### src/sldr_defs.svh
// Purpose: Constants for the serial-in latched driver logic
// Assumes: Included by bare name
// Notes: Counts and reset values; the types live in sldr_pkg
`ifndef SLDR_DEFS_SVH
`define SLDR_DEFS_SVH

// ----------------------------------------------------------------
// Sizes
// ----------------------------------------------------------------
`define SLDR_STAGES 20
`define SLDR_BUF_DEPTH 2
`define SLDR_BUF_WIDTH 1

// ----------------------------------------------------------------
// Reset values
// ----------------------------------------------------------------
`define SLDR_SHIFT_RST 1'b0
`define SLDR_LATCH_RST 1'b0

`endif

### src/sldr_pkg.sv
// Purpose: Types for the serial-in latched driver logic
// Assumes: Nothing
// Notes: One-hot codes written out
package sldr_pkg;
    typedef enum logic [1:0] {
        SLDR_DRV_BLANK = 2'b01,
        SLDR_DRV_LATCH = 2'b10
    } sldr_drv_type;
endpackage

### src/sldr_buf2.sv
// Purpose: Two-entry buffer with valid and ready on both sides
// Assumes: Single clock, synchronous active-high reset
// Notes: Read data comes straight from the entry flip-flops
`timescale 1ns/1ps
`default_nettype none
`include "sldr_defs.svh"
module sldr_buf2 #(
    parameter int WIDTH = `SLDR_BUF_WIDTH
) (
    // Clock and reset
    input wire logic i_clk,
    input wire logic i_rst,
    // Fill side
    input wire logic i_in_valid,
    input wire logic [WIDTH-1:0] i_in_data,
    output logic o_in_ready,
    // Drain side
    output logic o_out_valid,
    output logic [WIDTH-1:0] o_out_data,
    input wire logic i_out_ready
);
    import sldr_pkg::*;

    initial begin
        if (WIDTH < 1) begin
            $error("sldr_buf2: WIDTH must be at least 1");
        end
    end

    logic [WIDTH-1:0] mem_reg [2];
    logic [WIDTH-1:0] mem_next [2];
    logic wr_ptr_reg, wr_ptr_next;
    logic rd_ptr_reg, rd_ptr_next;
    logic [1:0] count_reg, count_next;
    logic push, pop;

    assign o_in_ready = (count_reg != 2'h2);
    assign o_out_valid = (count_reg != 2'h0);
    assign o_out_data = mem_reg[rd_ptr_reg];
    assign push = i_in_valid & o_in_ready;
    assign pop = o_out_valid & i_out_ready;

    always_comb begin
        mem_next = mem_reg;
        wr_ptr_next = wr_ptr_reg;
        rd_ptr_next = rd_ptr_reg;
        count_next = count_reg;
        if (push) begin
            mem_next[wr_ptr_reg] = i_in_data;
            wr_ptr_next = ~wr_ptr_reg;
        end
        if (pop) begin
            rd_ptr_next = ~rd_ptr_reg;
        end
        if (push && !pop) begin
            count_next = count_reg + 2'h1;
        end else if (pop && !push) begin
            count_next = count_reg - 2'h1;
        end
    end

    always_ff @(posedge i_clk) begin
        mem_reg <= mem_next;
        if (i_rst) begin
            wr_ptr_reg <= 1'b0;
            rd_ptr_reg <= 1'b0;
            count_reg <= 2'h0;
        end else begin
            wr_ptr_reg <= wr_ptr_next;
            rd_ptr_reg <= rd_ptr_next;
            count_reg <= count_next;
        end
    end
endmodule
`default_nettype wire

### src/sldr_top.sv
// Purpose: Serial-in shift register, output latches and blanking
// Assumes: All inputs synchronous to I_REF_CLK (25 MHz)
// Notes: Shift clock edges are found by sampling at the system clock
// Notes on behaviour
// - There are N (20) shift stages, each with its own latch and driver.
// - A rising shift-clock edge with shift-ready high loads the serial input into stage one.
// - A rising shift-clock edge with shift-ready high moves every stage one step onward.
// - The cascade output shows the last shift stage.
// - While latch-load is high each latch takes its shift stage.
// - Latches follow while latch-load is high and hold while it is low.
// - While blanking is high all sources are off and all pull-downs on.
// - Blanking leaves the latch contents untouched.
// - While blanking is low each output follows its latch.
`timescale 1ns/1ps
`default_nettype none
`include "sldr_defs.svh"
module sldr_top #(
    parameter int NUM_STAGES = `SLDR_STAGES
) (
    // Clock and reset
    input wire logic I_REF_CLK,
    input wire logic I_RST,
    // Host serial side
    input wire logic I_SER_DATA,
    input wire logic I_SHIFT_CLK,
    input wire logic I_LOAD,
    input wire logic I_BLANK,
    output logic O_SHIFT_READY,
    // Cascade
    output logic O_SER_OUT,
    output logic O_CAS_VALID,
    output logic O_CAS_BIT,
    input wire logic I_CAS_READY,
    // Drivers
    output logic [NUM_STAGES-1:0] O_DRV_LEVEL,
    output logic [NUM_STAGES-1:0] O_SRC_EN,
    output logic [NUM_STAGES-1:0] O_SINK_EN,
    output sldr_pkg::sldr_drv_type O_DRV_MODE
);
    import sldr_pkg::*;

    initial begin
        if (NUM_STAGES < 2) begin
            $error("sldr_top: NUM_STAGES must be at least 2");
        end
    end

    // ----------------------------------------------------------------
    // Shift clock edge detection
    // ----------------------------------------------------------------
    logic sclk_prev_reg, sclk_prev_next;
    logic sclk_rise;
    logic shift_take;
    logic buf_in_ready;

    always_comb begin
        sclk_prev_next = I_SHIFT_CLK;
    end

    always_ff @(posedge I_REF_CLK) begin
        if (I_RST) begin
            sclk_prev_reg <= 1'b0;
        end else begin
            sclk_prev_reg <= sclk_prev_next;
        end
    end

    // Only low-to-high counts; falling edges do nothing
    assign sclk_rise = I_SHIFT_CLK & ~sclk_prev_reg;
    // A rise with the cascade buffer full is refused, not half done
    assign shift_take = sclk_rise & buf_in_ready;
    assign O_SHIFT_READY = buf_in_ready;

    // ----------------------------------------------------------------
    // Shift register
    // ----------------------------------------------------------------
    logic [NUM_STAGES-1:0] shift_reg, shift_next;

    always_comb begin
        shift_next = shift_reg;
        if (shift_take) begin
            // Stage 0 takes the input, the rest move on
            shift_next = {shift_reg[NUM_STAGES-2:0], I_SER_DATA};
        end
    end

    // Reset gives a known pattern that the host must still overwrite
    always_ff @(posedge I_REF_CLK) begin
        if (I_RST) begin
            shift_reg <= {NUM_STAGES{`SLDR_SHIFT_RST}};
        end else begin
            shift_reg <= shift_next;
        end
    end

    assign O_SER_OUT = shift_reg[NUM_STAGES-1];

    // ----------------------------------------------------------------
    // Cascade stream buffer
    // ----------------------------------------------------------------
    // Each bit pushed out of the last stage is also queued, so a
    // downstream receiver that stalls loses nothing.
    sldr_buf2 #(
        .WIDTH(1)
    ) u_cas_buf (
        .i_clk(I_REF_CLK),
        .i_rst(I_RST),
        .i_in_valid(sclk_rise),
        .i_in_data(shift_reg[NUM_STAGES-1]),
        .o_in_ready(buf_in_ready),
        .o_out_valid(O_CAS_VALID),
        .o_out_data(O_CAS_BIT),
        .i_out_ready(I_CAS_READY)
    );

    // ----------------------------------------------------------------
    // Output latches
    // ----------------------------------------------------------------
    logic [NUM_STAGES-1:0] latch_reg, latch_next;

    // Transparent latch modelled one clock behind the stage it follows
    always_comb begin
        latch_next = latch_reg;
        if (I_LOAD) begin
            latch_next = shift_reg;
        end
    end

    // Blanking never reaches this register
    always_ff @(posedge I_REF_CLK) begin
        if (I_RST) begin
            latch_reg <= {NUM_STAGES{`SLDR_LATCH_RST}};
        end else begin
            latch_reg <= latch_next;
        end
    end

    // ----------------------------------------------------------------
    // Output drivers
    // ----------------------------------------------------------------
    sldr_drv_type mode_reg, mode_next;
    logic [NUM_STAGES-1:0] level_reg, level_next;
    logic [NUM_STAGES-1:0] src_reg, src_next;
    logic [NUM_STAGES-1:0] sink_reg, sink_next;

    always_comb begin
        mode_next = I_BLANK ? SLDR_DRV_BLANK : SLDR_DRV_LATCH;
        level_next = '0;
        src_next = '0;
        sink_next = '1;
        unique case (mode_next)
            SLDR_DRV_BLANK: begin
                level_next = '0;
                src_next = '0;
                sink_next = '1;
            end
            SLDR_DRV_LATCH: begin
                level_next = latch_reg;
                src_next = latch_reg;
                sink_next = ~latch_reg;
            end
        endcase
    end

    always_ff @(posedge I_REF_CLK) begin
        if (I_RST) begin
            mode_reg <= SLDR_DRV_BLANK;
            level_reg <= '0;
            src_reg <= '0;
            sink_reg <= '1;
        end else begin
            mode_reg <= mode_next;
            level_reg <= level_next;
            src_reg <= src_next;
            sink_reg <= sink_next;
        end
    end

    assign O_DRV_MODE = mode_reg;
    assign O_DRV_LEVEL = level_reg;
    assign O_SRC_EN = src_reg;
    assign O_SINK_EN = sink_reg;
endmodule
`default_nettype wire

### config.mk
export PLATFORM = sky130hd
export DESIGN_NAME = sldr_top
export DESIGN_NICKNAME = d
export VERILOG_FILES = /design/src/sldr_pkg.sv /design/src/sldr_buf2.sv /design/src/sldr_top.sv
export VERILOG_INCLUDE_DIRS = /design/src
export SDC_FILE = /design/constraint.sdc
export NUM_CORES = 1
export LEC_CHECK = 0
export BUFFER_PORTS_ARGS = -buffer_cell sky130_fd_sc_hd__buf_2
export CAP_MARGIN = 20
export CORE_MARGIN = 2
export CORE_UTILIZATION = 56
export DETAILED_ROUTE_END_ITERATION = 16
export PLACE_DENSITY = 0.83
export SLEW_MARGIN = 20
export SYNTH_ARGS = -nofsm -noshare
export SYNTH_HDL_FRONTEND = slang
export SYNTH_SLANG_ARGS = --single-unit
### constraint.sdc
create_clock -name I_REF_CLK -period 3.3 [get_ports I_REF_CLK]
set_input_delay 0.66 -clock I_REF_CLK [delete_from_list [all_inputs] [get_ports I_REF_CLK]]
set_output_delay 0.66 -clock I_REF_CLK [all_outputs]
set_load 0.005 [all_outputs]
==> metrics.txt <==
iteration-0 DRC count of the detailed router 105; syn_nets 299; antenna cells 0; die width 76.7 um; total setup buffers inserted after CTS 0; FF+latch count, synth 89; worst-path fanout max 24; CP Depth 3; I/O pin count 73; syn_area_per_cell 10.2 um^2; Net Sw Power 0.000505 W; cell family with most CP delay buffers and inverters; status finished clean; clock latency on the worst-skew pair 0.34 ns; Rows 26; Crit path largest cell delay 0.46 ns; setup_tns 0 ns; routability cong. 0.713; clock net sink count 89; final WL 4690 um; maximum capacitance violations 0; synth unique cells 26; Register-to-Register Path Depth 5; PD cells 609 nW/um^2; Die ar. 5890 um^2; number of global-route vias before repair 1832; Total Power 0.00206 W; number of buffers created by CTS 9; DRT Pass-1 Iters 4; Max clock buf depth 2; synth-to-layout area growth 14.1%; most frequent cells in the layout 87 x dfxtp_1, 72 x buf_2, 23 x nor2_1; # setup viols final 0; arrival time worst endpoint 1.69 ns; per-cell routed wire length 11.4 um; CP cell instances nor2b_4, inv_2, buf_2; vias per std cell 4.77; GR Util All Layers 17.2%; leakage power 1.48 nW; sequential share of power 55.0%; CP required 2.64 ns; Final nets 346; Worst Tran Pin Value 0.809 ns; Hold Crit Class flip-flop to flip-flop; Buf/Inv on CP 2; Fin. Hold Viols 0; TritonCTS clock tree built; H-Tree Depth 3; synthesized area 2960 um^2; CTS clk-pin slew, worst paths 0.08 ns; Tcrit/Tclk final 71.2%; gr ovfl total 0; HPWL after DPL 3020 um; RSZ-0062 raised after global routing no; post_cts resized 0; Hold Buf Count CTS 0; maximum VDD drop 415 uV; Vias 1971; synthesized instance count 291; Ys Warns 0; cell-internal power 0.00155 W; Sw Share 24.6%; flip-flop and latch area 1800 um^2; largest net degree at the start of global routing 47; Remaining DRCs 0; Starting Density 58.0%; hold path depth 1; ratio of cells with drive above 1 in the final layout 26.5%; nature of the critical path endpoint primary output; post-synthesis sequential area ratio 60.8%; startpoint types flip-flop; CORE AREA 5110 um^2; Die Ht 76.7 um; clock power share 34.2%; Slowest-stage cell, CP nor2b_4; Combinational Power Share 10.8%; Final ANT Viol Nets 0; PortBufs 72; Rel. slew slack 46.1%; multi-input logic area 848 um^2; first-pass GRT wire length 8140 um; Slew Limit Fails 0; Max Fclk 426 MHz; fin util 66.2%; leading cell type in the layout, fill and taps excluded dfxtp_1; root buf cell clkbuf_8; critical path type flip-flop to primary output; Fill cells 430; clk_skew 0.00532 ns; initial antenna violation count 0; Tmin final 2.35 ns
[worst paths after layout]
kind                                                     startpoint                             endpoint  slack (ns)
worst min register to register           latch_reg[19]$_SDFFE_PP0P_             O_SINK_EN[19]$_SDFF_PP1_        0.41
worst min-delay path                     latch_reg[19]$_SDFFE_PP0P_             O_SINK_EN[19]$_SDFF_PP1_        0.41
worst max register to register             sclk_prev_reg$_SDFF_PP0_  u_cas_buf.count_reg[1]$_SDFFE_PP0P_        1.37
worst max-delay path            u_cas_buf.count_reg[1]$_SDFFE_PP0P_                        O_SHIFT_READY        0.95
[layout make-up]
type                    instances  share of cell area [%]
clock buffers                  13                    4.40
clock inverters                 3                    1.18
inverters                      23                    2.55
multi-input cells             142                    25.1
flip-flops and latches         89                    53.3
well taps                      70                    2.59
repair buffers                 73                    10.9
[cell usage after synthesis]
cell | n | share of area, %
a21oi_1 | 22 | 3.7
and2_1 | 19 | 4.0
and3_1 | 1 | 0.21
buf_1 | 3 | 0.38
buf_2 | 10 | 1.7
buf_4 | 20 | 5.1
clkbuf_1 | 4 | 0.51
dfxtp_1 | 87 | 59
edfxtp_1 | 2 | 2.0
ha_1 | 1 | 0.42
inv_1 | 22 | 2.8
inv_2 | 1 | 0.13
mux2_2 | 1 | 0.38
mux2i_1 | 20 | 6.8
nand2_1 | 1 | 0.13
nand2b_1 | 1 | 0.21
nand3_1 | 20 | 3.4
nor2_1 | 23 | 2.9
nor2_2 | 1 | 0.21
nor2b_1 | 2 | 0.42
nor2b_4 | 1 | 0.46
o21ai_0 | 17 | 2.9
o21ai_1 | 6 | 1.0
or2_2 | 1 | 0.21
or3_1 | 2 | 0.42
xor2_1 | 3 | 0.89
[cells by family (layout without fill, tap and decap cells)]
| group | Yosys count | in the layout | share of synthesized area, % |
|---|---|---|---|
| flip-flops | 89 | 89 | 60.8 |
| adder cells (fa/ha/maj) | 1 | 1 | 0.422 |
| multiplexers | 21 | 21 | 7.14 |
| XOR/XNOR | 3 | 3 | 0.887 |
| AND/OR/NAND/NOR | 72 | 72 | 12.6 |
| buffers and inverters | 60 | 112 | 10.6 |
| AO/OA/AOI/OAI | 45 | 45 | 7.60 |
[routing by layer]
metal / up-vias / global-route usage (%) / share of wire, %
met5: - / 0 / 0
met4: 0 / 9.82 / 2.6
met3: 12 / 3.18 / 6.4
met2: 71 / 28.8 / 47
met1: 876 / 20.8 / 44
li1: 1012 / - / -
[worst reg2reg max path, stage by stage (launching register included)]
cell      delay, ns
dfxtp_1        0.32
nand2b_1       0.58
nor2_1         0.09
ha_1           0.36
or3_1          0.37
a21oi_1        0.14
[stage by stage]
stage | setup WS, ns | hold WS (ns) | cell area (um^2) | std cells
finish | 0.952 | 0.407 | 3380 | 413
global route | 0.817 | 0.435 | 3380 | 413
CTS | 0.945 | 0.408 | 3380 | 413
detailed placement | 0.976 | 0.391 | 3190 | 397
global placement | 1.04 | 0.387 | 3190 | 397
floorplan | 1.35 | 0.377 | 2960 | 291
[power groups by stage]
stage               Clock, W  Sequential, W  Combinational, W
global route        0.000770        0.00114          0.000246
finish              0.000704        0.00113          0.000222
detailed placement         0        0.00116          0.000221
global placement           0        0.00115          0.000211
CTS                 0.000718        0.00113          0.000223
floorplan                  0        0.00115          0.000178
(Power assumes the default switching activity.)
